--- src/flash_ctrl_pkg.sv ---
// Constants for the flash access and program/erase control path.
// Assumes a single 25 MHz system clock and synchronous active-high reset.
package flash_ctrl_pkg;
  localparam int unsigned CLK_MHZ = 25;
  localparam int unsigned NUM_MODULES = 7;
  localparam int unsigned FREE_MODULE = 6;
  // Longest times in microseconds, counts derived exactly by multiplying by CLK_MHZ
  localparam int unsigned ERASE_MAX_US = 8000;
  localparam int unsigned PROG_MAX_US = 3500;
  localparam int unsigned ERASE_CYCLES = ERASE_MAX_US * CLK_MHZ;
  localparam int unsigned PROG_CYCLES = PROG_MAX_US * CLK_MHZ;
  // State machine overhead in system clock cycles
  localparam int unsigned OP_OVERHEAD = 2;
  localparam logic [3:0] WAIT_RESET = 4'h4;
  localparam logic WAIT_EXT_RESET = 1'b0;
  typedef enum logic [1:0] {
    OP_NONE,
    OP_ERASE,
    OP_PROGRAM
  } op_kind_t;
endpackage

--- src/op_timer_if.sv ---
// Start, length and done signals between the sequencer and its timer.
// Assumes both ends share the single system clock.
`timescale 1ns/100ps
`default_nettype none
interface op_timer_if;
  logic start;
  logic [31:0] length;
  logic done;
  modport ctrl (output start, output length, input done);
  modport timer (input start, input length, output done);
endinterface
`default_nettype wire

--- src/op_timer.sv ---
// Down counter that times one erase or program operation.
// Assumes start pulses only while idle.
`timescale 1ns/100ps
`default_nettype none
module op_timer
  import flash_ctrl_pkg::*;
(
  input wire logic clk,
  input wire logic rst,
  op_timer_if.timer tif
);
  logic [31:0] count;
  logic running;

  always_ff @(posedge clk) begin
    if (rst) begin
      count <= 32'h0;
      running <= 1'b0;
    end else if (tif.start) begin
      count <= tif.length;
      running <= 1'b1;
    end else if (running) begin
      if (count == 32'h1) begin
        running <= 1'b0;
      end
      count <= count - 32'h1;
    end
  end

  assign tif.done = running && (count == 32'h1);
endmodule
`default_nettype wire

--- src/flash_access_wait_control.sv ---
// Flash read path with wait states and prefetch, plus erase/program sequencer.
// Assumes one requester, synchronous inputs and one clock.
`timescale 1ns/100ps
`default_nettype none
module flash_access_wait_control
  import flash_ctrl_pkg::*;
#(
  parameter int unsigned ADDR_W = 16,
  parameter int unsigned DATA_W = 32,
  parameter int unsigned ERASE_LEN = ERASE_CYCLES,
  parameter int unsigned PROG_LEN = PROG_CYCLES
) (
  input wire logic clk,
  input wire logic rst,
  input wire logic [3:0] flash_wait_count,
  input wire logic wait_extension_flag,
  input wire logic rd_req,
  input wire logic [2:0] rd_module,
  input wire logic [ADDR_W-1:0] rd_addr,
  output logic rd_ready,
  output logic [DATA_W-1:0] rd_data,
  output logic rd_valid,
  input wire logic [DATA_W-1:0] array_data,
  output logic [ADDR_W-1:0] array_addr,
  output logic [2:0] array_module,
  input wire logic op_req,
  input wire logic op_is_erase,
  input wire logic [2:0] op_module,
  output logic op_ready,
  output logic op_busy,
  output logic op_done,
  output logic op_reject,
  output logic protect_active,
  output logic [NUM_MODULES-1:0] module_erased,
  output logic [NUM_MODULES-1:0] reading_modules
);
  typedef enum logic [1:0] {S_IDLE, S_WAIT, S_FINISH} seq_state_t;
  typedef enum logic [1:0] {R_IDLE, R_WAIT, R_OUT} rd_state_t;

  // ********************************
  // Read path with prefetch
  // ********************************
  rd_state_t rstate;
  logic [4:0] wait_cnt;
  logic [ADDR_W-1:0] last_addr;
  logic [2:0] last_module;
  logic last_ok;
  logic [ADDR_W-1:0] pf_addr;
  logic [DATA_W-1:0] pf_data;
  logic pf_valid;
  logic is_seq;
  logic [4:0] total_wait;
  logic [2:0] op_target;

  function automatic logic [4:0] waits(input logic [3:0] n, input logic ext);
    waits = {1'b0, n} + {4'h0, ext};
  endfunction

  assign total_wait = waits(flash_wait_count, wait_extension_flag);
  assign is_seq = pf_valid && (rd_module == last_module) && (rd_addr == pf_addr);
  assign rd_ready = (rstate == R_IDLE) && !(op_busy && rd_module == op_target);
  assign array_addr = (rstate == R_WAIT) ? last_addr : pf_addr;
  assign array_module = last_module;

  always_ff @(posedge clk) begin
    if (rst) begin
      rstate <= R_IDLE;
      wait_cnt <= 5'h0;
      last_addr <= '0;
      last_module <= 3'h0;
      last_ok <= 1'b0;
      rd_valid <= 1'b0;
      rd_data <= '0;
    end else begin
      rd_valid <= 1'b0;
      case (rstate)
        R_IDLE: begin
          if (rd_req && rd_ready) begin
            last_addr <= rd_addr;
            last_module <= rd_module;
            last_ok <= 1'b1;
            if (is_seq) begin
              rd_data <= pf_data;
              rd_valid <= 1'b1;
            end else begin
              wait_cnt <= total_wait;
              rstate <= R_WAIT;
            end
          end
        end
        R_WAIT: begin
          if (wait_cnt == 5'h0) begin
            rd_data <= array_data;
            rd_valid <= 1'b1;
            rstate <= R_IDLE;
          end else begin
            wait_cnt <= wait_cnt - 5'h1;
          end
        end
        default: rstate <= R_IDLE;
      endcase
    end
  end

  // Prefetch of the next word, hidden behind the consumer
  always_ff @(posedge clk) begin
    if (rst) begin
      pf_addr <= '0;
      pf_data <= '0;
      pf_valid <= 1'b0;
    end else if (rd_valid) begin
      pf_addr <= last_addr + ADDR_W'(1);
      pf_valid <= 1'b0;
    end else if (last_ok && rstate == R_IDLE && !pf_valid) begin
      pf_data <= array_data;
      pf_valid <= 1'b1;
    end
  end

  // ********************************
  // Read activity tracking
  // ********************************
  always_ff @(posedge clk) begin
    if (rst) begin
      reading_modules <= '0;
    end else if (rd_req && rd_ready) begin
      reading_modules <= NUM_MODULES'(1) << rd_module;
    end
  end

  // ********************************
  // Erase and program sequencer
  // ********************************
  seq_state_t sstate;
  logic op_erase;
  logic op_allowed;
  op_timer_if tif();

  op_timer u_timer (
    .clk(clk),
    .rst(rst),
    .tif(tif)
  );

  // Target must not be a module currently read; single read source or module six
  assign op_allowed = (op_module < 3'(NUM_MODULES)) &&
    !reading_modules[op_module] &&
    ((op_module == 3'(FREE_MODULE)) || ($countones(reading_modules) <= 1));
  assign op_ready = (sstate == S_IDLE);
  assign op_busy = (sstate != S_IDLE);
  assign protect_active = 1'b0;
  assign tif.start = (sstate == S_IDLE) && op_req && op_allowed;
  assign tif.length = op_is_erase ? ERASE_LEN - OP_OVERHEAD : PROG_LEN - OP_OVERHEAD;

  always_ff @(posedge clk) begin
    if (rst) begin
      sstate <= S_IDLE;
      op_target <= 3'h0;
      op_erase <= 1'b0;
      op_done <= 1'b0;
      op_reject <= 1'b0;
    end else begin
      op_done <= 1'b0;
      op_reject <= 1'b0;
      case (sstate)
        S_IDLE: begin
          if (op_req && op_allowed) begin
            op_target <= op_module;
            op_erase <= op_is_erase;
            sstate <= S_WAIT;
          end else if (op_req) begin
            op_reject <= 1'b1;
          end
        end
        S_WAIT: begin
          if (tif.done) begin
            sstate <= S_FINISH;
          end
        end
        S_FINISH: begin
          op_done <= 1'b1;
          sstate <= S_IDLE;
        end
        default: sstate <= S_IDLE;
      endcase
    end
  end

  // Delivered erased; erase sets, program clears the module's flag
  always_ff @(posedge clk) begin
    if (rst) begin
      module_erased <= '1;
    end else if (sstate == S_FINISH) begin
      module_erased[op_target] <= op_erase;
    end
  end

  // ********************************
  // Assertions
  // ********************************
  int unsigned busy_len;
  always_ff @(posedge clk) begin
    if (rst || !op_busy) begin
      busy_len <= 0;
    end else begin
      busy_len <= busy_len + 1;
    end
  end

  property p_no_read_target;
    @(posedge clk) disable iff (rst) op_busy |-> !(rd_ready && rd_module == op_target);
  endproperty
  a_no_read_target: assert property (p_no_read_target) else $error("read of busy module");

  property p_reject;
    @(posedge clk) disable iff (rst) (op_ready && op_req && reading_modules[op_module]) |=> op_reject;
  endproperty
  a_reject: assert property (p_reject) else $error("op on read module accepted");

  property p_six;
    @(posedge clk) disable iff (rst)
      (op_ready && op_req && op_module == 3'(FREE_MODULE) && !reading_modules[FREE_MODULE])
      |=> op_busy;
  endproperty
  a_six: assert property (p_six) else $error("module six refused");

  property p_erase_bound;
    @(posedge clk) disable iff (rst) op_busy && op_erase |-> busy_len <= ERASE_LEN;
  endproperty
  a_erase_bound: assert property (p_erase_bound) else $error("erase too long");

  property p_prog_bound;
    @(posedge clk) disable iff (rst) op_busy && !op_erase |-> busy_len <= PROG_LEN;
  endproperty
  a_prog_bound: assert property (p_prog_bound) else $error("program too long");

  property p_finish;
    @(posedge clk) disable iff (rst) (sstate == S_WAIT && tif.done) |=> ##1 op_done && op_ready;
  endproperty
  a_finish: assert property (p_finish) else $error("done not reported");

  property p_seq_fast;
    @(posedge clk) disable iff (rst) (rd_req && rd_ready && is_seq) |=> rd_valid;
  endproperty
  a_seq_fast: assert property (p_seq_fast) else $error("prefetch hit delayed");

  property p_nonseq_wait;
    @(posedge clk) disable iff (rst) (rd_req && rd_ready && !is_seq) |=> !rd_valid;
  endproperty
  a_nonseq_wait: assert property (p_nonseq_wait) else $error("wait states skipped");

  property p_no_protect;
    @(posedge clk) disable iff (rst) !protect_active;
  endproperty
  a_no_protect: assert property (p_no_protect) else $error("protection active");

  c_erase: cover property (@(posedge clk) disable iff (rst) op_done && op_erase);
  c_prog: cover property (@(posedge clk) disable iff (rst) op_done && !op_erase);
  c_seq: cover property (@(posedge clk) disable iff (rst) rd_req && rd_ready && is_seq);
  c_rej: cover property (@(posedge clk) disable iff (rst) op_reject);
endmodule
`default_nettype wire

--- config.mk ---
export PLATFORM = sky130hd
export DESIGN_NAME = flash_access_wait_control
export DESIGN_NICKNAME = d
export VERILOG_FILES = /design/src/flash_ctrl_pkg.sv /design/src/op_timer_if.sv /design/src/op_timer.sv /design/src/flash_access_wait_control.sv
export SDC_FILE = /design/constraint.sdc
export NUM_CORES = 1
export LEC_CHECK = 0
export BUFFER_PORTS_ARGS = -buffer_cell sky130_fd_sc_hd__buf_2
export CAP_MARGIN = 0
export CORE_UTILIZATION = 35
export CTS_BUF_LIST = sky130_fd_sc_hd__clkbuf_8
export DETAILED_ROUTE_END_ITERATION = 16
export GPL_ROUTABILITY_DRIVEN = 0
export PLACE_DENSITY = 0.61
export SYNTH_ARGS = -nofsm -noshare
export SYNTH_HDL_FRONTEND = slang
export SYNTH_SLANG_ARGS = --single-unit
--- constraint.sdc ---
create_clock -name clk -period 4.8 [get_ports clk]
set_input_delay 0.96 -clock clk [delete_from_list [all_inputs] [get_ports clk]]
set_output_delay 0.96 -clock clk [all_outputs]
set_load 0.1 [all_outputs]
==> impl_summary.log, run 1 <==
[metrics] outcome: completed
[metrics] VDD IR-drop max: 0.2634 mV
[metrics] Stages on worst setup path: 12
[metrics] number of cells produced by synthesis: 821
[metrics] routed length per instance: 14.34 um
[metrics] vias per std cell: 4.922
[metrics] combined global-route utilization of all metal layers: 0.1688
[metrics] vias in the first global route: 5685
[metrics] cell total after placement: 1177
[metrics] number of failing setup endpoints in the final timing report: 0
[metrics] Slowest-stage cell, CP: sky130_fd_sc_hd__fa_1
[metrics] layout cells sized above 1: 0.2194
[metrics] endpoint required time on the critical path: 5.11 ns
[metrics] Largest stage delay, worst path: 0.55 ns
[metrics] Async S/R FF share, synth: 0
[metrics] per-instance average area after synthesis: 8.844 sq um
[metrics] total number of H-tree levels: 4
[metrics] adder-cell area share of the yosys netlist: 0.02137
[metrics] top_reg_cell synth: sky130_fd_sc_hd__dfxtp_1
[metrics] worst path arrival time: 4.03 ns
[metrics] crit path buf inv count: 3
[metrics] post-route fraction of the period consumed by the critical path: 0.7740
[metrics] endpoint type of the worst setup path: flop
[metrics] pin count of the biggest net entering global routing: 56
[metrics] finished layout cell area: 8506 sq um
[metrics] count of final max-slew check failures: 0
[metrics] starting density of the core: 0.3577
[metrics] Final HPWL DP: 11580 um
[metrics] Worst-path clk slew: 0.10 ns
[metrics] Post-CTS Hold Buffers: 0
[metrics] number of cells on the worst hold path: 2
[metrics] Crit Reg-Reg Startpoint: reading_modules[0]
[metrics] number of buffers added by the clock tree synthesis step: 17
[metrics] Worst Skew: 0.01503 ns
[metrics] boundary pin count: 136
[metrics] Slew HR: 0.3612
[metrics] final worst hold slack: 0.4594 ns
[metrics] Die Span Y: 146.0 um
[metrics] synthesis-to-layout area growth: 17.15%
[metrics] I/O Buffers: 134
[metrics] number of maximum-capacitance constraint violations: 0
[metrics] # rows: 52
[metrics] setup repair after global routing missed its margin: no
[metrics] Worst Tran Pin Value: 0.9581 ns
[metrics] First-pass DRT Iterations: 4
[metrics] final critical-path setup slack: 1.085 ns
[metrics] number of filler cells placed in the layout: 2082
[metrics] beginning of the worst hold path: pf_data[3]
[metrics] total chip power: 3.387 mW
[metrics] number of synthesized flops with an enable pin: 0
[metrics] diode count: 0
[metrics] DP Area: 8115 sq um
[metrics] post-detailed-route DRC marker count: 0
[metrics] Final #Nets: 1000
[metrics] path type of the worst setup path: reg -> reg
[metrics] Synth Register Bits: 163
[metrics] multiplexer area fraction after synthesis: 0.04722
[metrics] achievable frequency: 0.2692 GHz
[metrics] total congestion overflow: 0
[metrics] clock tree from TritonCTS: yes
[metrics] Cell Chain, Critical Path: fa_1 > inv_1 > fa_1 > inv_1 > fa_1 > fa_1 > o21ai_0 > and4_1 > nand2_1 > buf_4 > nand2b_1 > nor2_1
[metrics] Yosys Warn Count: 0
[metrics] final core utilization: 0.4190
[metrics] maximum count of clock buffers along a single path: 2
[metrics] simple-gate share of the synthesized area: 0.2199
[metrics] Worst Setup Start Kind: flop
[metrics] Clk Latency, worst-skew pair: 0.46 ns
[metrics] global-route wire length before repair: 29080 um
[metrics] xor and xnor fraction of the mapped netlist area: 0.07720
[metrics] critical path's top delay family: adder cells
[metrics] DIE AREA: 21320 sq um
[metrics] area of the core: 20300 sq um
[metrics] largest family of logic cells by synthesized area: simple AND/OR/NAND/NOR gates
[metrics] count of vias placed by the detailed router: 5951
[metrics] clock root buffer master: sky130_fd_sc_hd__clkbuf_8
[metrics] fraction of the yosys area taken by sequential cells: 0.4494
[metrics] Reg2Reg Depth: 12
[metrics] drt initial violations: 233
[metrics] synthesized-area fraction occupied by ao, oa, aoi and oai cells: 0.1429
[metrics] number of different library cells in the post-synthesis netlist: 58
[metrics] post-synth net total: 895
[metrics] number of setup buffers added after CTS: 0
[metrics] Cell Area, Synth: 7261 sq um
[metrics] count of final hold-check violations: 0
[metrics] Detailed Route WL: 17340 um
[metrics] cts repair resizes: 0
[metrics] final critical path time including I/O delays and setup: 3.715 ns
[metrics] setup_tns: 0 ns
[metrics] Leak: 3.350 nW
[metrics] first element of the critical path: reading_modules[0]
[metrics] largest fanout on the critical path: 22
[metrics] cell mode on critical path: sky130_fd_sc_hd__fa_1
[metrics] final antenna-violating net count: 0
[metrics] path type of the worst min-delay path: reg -> reg
[metrics] pre-CTS worst setup slack: 1.081 ns
[metrics] Power per Cell Area: 398.2 nW/um^2
[metrics] filler-free cell count of the finished design: 1209
[metrics] number of clock sinks: 163
[metrics] die width: 146.0 um
[metrics] initial antenna violation count: 0
-- routing by layer --
layer / vias to the layer above / share of wire / global-route usage
met5: - / 0 / 0
met4: 0 / 0.0061 / 0.03802
met3: 9 / 0.039 / 0.03906
met2: 105 / 0.49 / 0.2880
met1: 2774 / 0.47 / 0.2162
li1: 3063 / - / -
-- layout make-up --
class	count	area, sq um	area share
timing repair buffer	145	755.7	0.08885
clock buffer	17	234.0	0.02751
sequential	163	3263	0.3836
inverter	14	52.55	0.006178
multi-input combinational	585	3706	0.4357
clock inverter	15	156.4	0.01839
tap	270	337.8	0.03972
-- kinds of logic (layout without fill, tap and decap cells) --
kind of cell,count (synthesis),after routing
xor+xnor,64,64
other cells,1,1
mux,31,31
buf+inv,73,191
simple gates,326,326
compound gates,153,153
fa+ha+maj,10,10
flops,163,163
-- cells in the mapped netlist (4+ instances only) --
library cell               number  area (sq um)
sky130_fd_sc_hd__dfxtp_1      163          3263
sky130_fd_sc_hd__nand2_1      129         484.2
sky130_fd_sc_hd__a21oi_1       75         375.4
sky130_fd_sc_hd__nor2_1        68         255.2
sky130_fd_sc_hd__xnor2_1       44         385.4
sky130_fd_sc_hd__clkbuf_1      40         150.1
sky130_fd_sc_hd__and2_1        33         206.5
sky130_fd_sc_hd__a221o_1       32         320.3
sky130_fd_sc_hd__xor2_1        20         175.2
sky130_fd_sc_hd__nor3_1        18         90.09
sky130_fd_sc_hd__mux2_2        16         180.2
sky130_fd_sc_hd__a211oi_1      15         112.6
sky130_fd_sc_hd__inv_1         14         52.55
sky130_fd_sc_hd__mux2i_1       14         140.1
sky130_fd_sc_hd__nand3_1       14         70.07
sky130_fd_sc_hd__buf_2         13         65.06
sky130_fd_sc_hd__nand2b_1      12         75.07
sky130_fd_sc_hd__or3_1         11         68.82
sky130_fd_sc_hd__nand4_1        8         50.05
sky130_fd_sc_hd__o21ai_0        7         35.03
sky130_fd_sc_hd__ha_1           6         75.07
sky130_fd_sc_hd__nor4_1         6         37.54
sky130_fd_sc_hd__fa_1           4         80.08
sky130_fd_sc_hd__or4_1          4         30.03
-- worst register-to-register path: cells and delay by family, from the launching register on --
kind / cells / cell delay (ns)
adders and majority gates: 4 / 1.82
buffers and inverters: 3 / 0.31
and+or+nand+nor: 4 / 0.95
DFF: 1 / 0.37
AOI/OAI and AO/OA: 1 / 0.13
-- flip-flops by register name, summed over array words and instances, names as in the netlist --
name and flops:
pf_data 32, rd_data 32, u_timer.count 32, last_addr 16, pf_addr 16, module_erased 7, reading_modules 7, wait_cnt 5
array_module 3, op_target 3, sstate 2, last_ok 1, op_done 1, op_erase 1, op_reject 1, pf_valid 1
rd_valid 1, rstate 1, u_timer.running 1
-- cells in the final DEF (no fill, tap or decap), drive strengths merged, types with 12 or more instances in the layout --
cell | Yosys | layout
mux2i | 14 | 14
nand2 | 129 | 129
nor3 | 18 | 18
a211oi | 15 | 15
xnor2 | 44 | 44
dfxtp | 163 | 163
mux2 | 16 | 16
inv | 14 | 24
nand2b | 12 | 12
a221o | 32 | 32
and2 | 33 | 33
nor2 | 68 | 68
a21oi | 76 | 76
nand3 | 14 | 14
buf | 19 | 145
clkbuf | 40 | 17
xor2 | 20 | 20
-- power by group --
group	internal, mW	switching, mW
logic	0.227	0.637
clock network	0.393	0.594
registers	1.46	0.0813
-- final timing paths --
kind / slack, ns / endpoint
worst max-delay path: 1.08 / u_timer.count[13]
worst min-delay path: 0.46 / pf_data[3]
worst max register to register: 1.08 / u_timer.count[13]
worst min register to register: 0.46 / pf_data[3]
Note: power is estimated with default switching activity, not from simulation.
==> run 2: changes to the inputs <==
--- a/config.mk
+++ b/config.mk
@@ -5,13 +5,14 @@
 export SDC_FILE = /design/constraint.sdc
 export NUM_CORES = 1
 export LEC_CHECK = 0
+export ABC_AREA = 1
 export BUFFER_PORTS_ARGS = -buffer_cell sky130_fd_sc_hd__buf_2
 export CAP_MARGIN = 0
 export CORE_UTILIZATION = 35
 export CTS_BUF_LIST = sky130_fd_sc_hd__clkbuf_8
 export DETAILED_ROUTE_END_ITERATION = 16
 export GPL_ROUTABILITY_DRIVEN = 0
-export PLACE_DENSITY = 0.61
+export PLACE_DENSITY = 0.62
 export SYNTH_ARGS = -nofsm -noshare
 export SYNTH_HDL_FRONTEND = slang
 export SYNTH_SLANG_ARGS = --single-unit
==> constraint.sdc (replaced) <==
create_clock -name clk -period 3.2 [get_ports clk]
set_input_delay 0.64 -clock clk [delete_from_list [all_inputs] [get_ports clk]]
set_output_delay 0.64 -clock clk [all_outputs]
set_load 0.1 [all_outputs]
==> run 2 against run 1 <==
  * Sequential cell count did not move
  * Hold slack got worse by 0.025 ns
  * Register-to-register slack got worse by 1.3 ns
  * Global-route usage rose by 1.5 points
  * Total power rose by 67%
  * Wire length rose by 27%
  * The flow now finishes with violations (setup timing)
  * Non-clock buffer count rose by 13
  * Sequential share of layout area fell by 5.1 points
  * First-iteration DRC count rose to 2.7 times the previous value
  * Final cell count rose by 35%
  * Cell area rose by 16%
  * Clock-buffer cell count rose by 1
==> impl_summary.log, run 2 <==
[metrics] outcome: finished, violations left
[metrics] violated checks: setup timing
[metrics] boundary pin count: 136
[metrics] VDD IR-drop max: 0.2395 mV
[metrics] Final #Nets: 1408
[metrics] Post-CTS Hold Buffers: 0
[metrics] Largest stage delay, worst path: 0.52 ns
[metrics] pre-CTS worst setup slack: -0.1272 ns
[metrics] count of vias placed by the detailed router: 8087
[metrics] final worst hold slack: 0.4345 ns
[metrics] crit path buf inv count: 3
[metrics] post-route fraction of the period consumed by the critical path: 1.060
[metrics] setup repair after global routing missed its margin: yes
[metrics] clock share of power: 0.264
[metrics] number of maximum-capacitance constraint violations: 0
[metrics] Worst Tran Pin Value: 0.7280 ns
[metrics] die width: 154.6 um
[metrics] Slew HR: 0.5147
[metrics] global-route wire length before repair: 35760 um
[metrics] critical path's top delay family: adder cells
[metrics] worst path arrival time: 3.75 ns
[metrics] Worst-path clk slew: 0.09 ns
[metrics] total congestion overflow: 0
[metrics] path type of the worst min-delay path: in -> reg
[metrics] top post-synthesis cells by count: sky130_fd_sc_hd__nand2_1 (226), sky130_fd_sc_hd__nor2_1 (167), sky130_fd_sc_hd__dfxtp_1 (163)
[metrics] clock root buffer master: sky130_fd_sc_hd__clkbuf_8
[metrics] Psw: 2.353 mW
[metrics] Slowest-stage cell, CP: sky130_fd_sc_hd__fa_1
[metrics] Clk Latency, worst-skew pair: 0.47 ns
[metrics] Yosys Warn Count: 0
[metrics] count of final hold-check violations: 0
[metrics] layout cells sized above 1: 0.2004
[metrics] maximum count of clock buffers along a single path: 2
[metrics] pin count of the biggest net entering global routing: 75
[metrics] drt initial violations: 634
[metrics] count of final max-slew check failures: 0
[metrics] initial antenna violation count: 0
[metrics] combined global-route utilization of all metal layers: 0.1838
[metrics] final critical path time including I/O delays and setup: 3.391 ns
[metrics] internal power: 3.302 mW
[metrics] top_reg_cell synth: sky130_fd_sc_hd__dfxtp_1
[metrics] number of clock sinks: 163
[metrics] per-instance average area after synthesis: 6.711 sq um
[metrics] path type of the worst setup path: reg -> reg
[metrics] share of total power in combinational logic: 0.316
[metrics] DIE AREA: 23910 sq um
[metrics] number of failing setup endpoints in the final timing report: 36
[metrics] Cell Chain, Critical Path: fa_1 > inv_1 > fa_1 > inv_1 > fa_2 > fa_1 > o21ai_1 > nand3_1 > nor2_2 > nand3_4 > buf_12 > nand2_8 > nand3_1 > nand2_1 > a21oi_1
[metrics] post-detailed-route DRC marker count: 0
[metrics] endpoint type of the worst setup path: flop
[metrics] cell mode on critical path: sky130_fd_sc_hd__fa_1
[metrics] filler-free cell count of the finished design: 1633
[metrics] area fraction of the dominant cell type after synthesis: 0.4002
[metrics] endpoint required time on the critical path: 3.55 ns
[metrics] Async S/R FF share, synth: 0
[metrics] top cells by area in the synthesized netlist: sky130_fd_sc_hd__dfxtp_1 (40%), sky130_fd_sc_hd__nand2_1 (10%), sky130_fd_sc_hd__a21oi_1 (9.7%)
[metrics] Worst Setup Start Kind: flop
[metrics] library cell with the largest summed area after synthesis: sky130_fd_sc_hd__dfxtp_1
[metrics] fraction of the yosys area taken by sequential cells: 0.4002
[metrics] Cell Area, Synth: 8154 sq um
[metrics] vias per std cell: 4.952
[metrics] vias in the first global route: 7297
[metrics] final antenna-violating net count: 0
[metrics] post-synth net total: 1289
[metrics] Final HPWL DP: 15280 um
[metrics] switching share of power: 0.4161
[metrics] number of cells produced by synthesis: 1215
[metrics] # rows: 55
[metrics] area of the core: 22710 sq um
[metrics] Die Span Y: 154.6 um
[metrics] total number of H-tree levels: 4
[metrics] number of buffers added by the clock tree synthesis step: 17
[metrics] starting density of the core: 0.3591
[metrics] Power per Cell Area: 574.1 nW/um^2
[metrics] cell total after placement: 1591
[metrics] number of different library cells in the post-synthesis netlist: 40
[metrics] Synth Register Bits: 163
[metrics] number of synthesized flops with an enable pin: 0
[metrics] most numerous cell in the Yosys netlist: sky130_fd_sc_hd__nand2_1
[metrics] Leak: 4.357 nW
[metrics] I/O Buffers: 134
[metrics] register share of total power: 0.420
[metrics] largest registers ranked by flip-flop count: pf_data: 32 flops, rd_data: 32 flops, u_timer.count: 32 flops
[metrics] highest-count cells in the layout ignoring fill and taps: sky130_fd_sc_hd__nand2_1 (218), sky130_fd_sc_hd__dfxtp_1 (157), sky130_fd_sc_hd__nor2_1 (156)
[metrics] most frequent standard cell in the layout excluding fill and tap cells: sky130_fd_sc_hd__nand2_1
[metrics] routed length per instance: 13.49 um
[metrics] First-pass DRT Iterations: 7
[metrics] achievable frequency: 0.2949 GHz
[metrics] final critical-path setup slack: -0.1906 ns
[metrics] Detailed Route WL: 22030 um
[metrics] largest fanout on the critical path: 5
[metrics] Worst Skew: 0.01761 ns
[metrics] synthesis-to-layout area growth: 20.79%
[metrics] clock tree from TritonCTS: yes
==> run 2: changes by cell type after synthesis, sizes merged, moves of 14 or more <==
cell   previous run  this run
a21oi            76       158
inv              14       141
and2             33         1
nor2             68       172
a221o            32         0
mux2             16         0
o21ai             7        96
nand2           129       229
nand3            14        83
mux2i            14         0
xnor2            44         7
==> run 2: cells by family (layout without fill, tap and decap cells) <==
kind of cell	count (synthesis)	in the layout	synth area share
adder cells (fa/ha/maj)	10	10	0.01903
AO/OA/AOI/OAI	281	281	0.1797
XOR/XNOR	19	19	0.02041
AND/OR/NAND/NOR	538	541	0.2797
flip-flops	163	163	0.4002
other	1	2	0.0004599
buffers and inverters	203	332	0.1005
==> run 2: path summary, 6_finish.rpt <==
check | from | to | slack (ns) | cells after the start
worst max-delay path | reading_modules[1] | u_timer.count[22] | -0.19 | 15
worst min-delay path | rd_addr[7] | last_addr[7] | 0.43 | 3
worst max register to register | reading_modules[1] | u_timer.count[22] | -0.19 | 15
worst min register to register | pf_data[30] | pf_data[30] | 0.46 | 2
==> run 2: per-stage QoR <==
step	cell area [sq um]	TNS, ns	total power, mW	util
2_1_floorplan	8303	-4.603	3.762	-
3_3_place_gp	9201	-2.505	4.092	0.4052
3_5_place_dp	9201	-2.009	4.108	0.4052
4_1_cts	9678	-2.099	5.642	0.4262
5_1_grt	9847	-9.307	5.981	0.4336
6_report	9849	-3.383	5.654	0.4337
==> run 2: repair_timing <==
| item | CTS | global route |
|---|---|---|
| buffers inserted | 2 | 4 |
| gates resized for setup | 14 | 32 |
| pin swaps | 7 | 7 |
| cloned | 2 | 2 |
| endpoints found under the hold margin | 0 | 0 |
| setup endpoints to repair | 30 | 38 |
==> run 2: final cells by class <==
cell class | instances | area [sq um]
Antenna cell | 1 | 2.502
Inverter | 141 | 544.3
Tap cell | 285 | 356.6
Clock inverter | 14 | 131.4
Sequential cell | 163 | 3281
Timing Repair inverter | 1 | 8.758
Multi-Input combinational cell | 852 | 4329
Timing Repair Buffer | 158 | 948.4
Clock buffer | 18 | 247.7
Fill cell | 2358 | 12860
==> run 2: routing by layer <==
layer	GRT usage	vias to the layer above	wire length, um
met2	0.3038	171	10400
li1	-	4204	-
met5	0	-	0
met3	0.03362	24	858
met4	0.06176	0	313
met1	0.2405	3688	10460
==> run 2: worst register-to-register path, delay by kind of cell, from the launching register on <==
kind | cells | cell delay, ns
adders and majority gates | 4 | 1.76
AOI/OAI and AO/OA | 2 | 0.18
and+or+nand+nor | 6 | 0.70
buffers and inverters | 3 | 0.30
DFF | 1 | 0.36
==> run 2: power groups by stage <==
| stage | Combinational [mW] | Clock [mW] | Sequential (mW) |
|---|---|---|---|
| after floorplan | 1.08 | 0 | 2.68 |
| after global placement | 1.68 | 0 | 2.41 |
| final | 1.79 | 1.49 | 2.37 |
| after global routing | 1.95 | 1.63 | 2.40 |
| after CTS | 1.74 | 1.54 | 2.37 |
| after detailed placement | 1.69 | 0 | 2.41 |
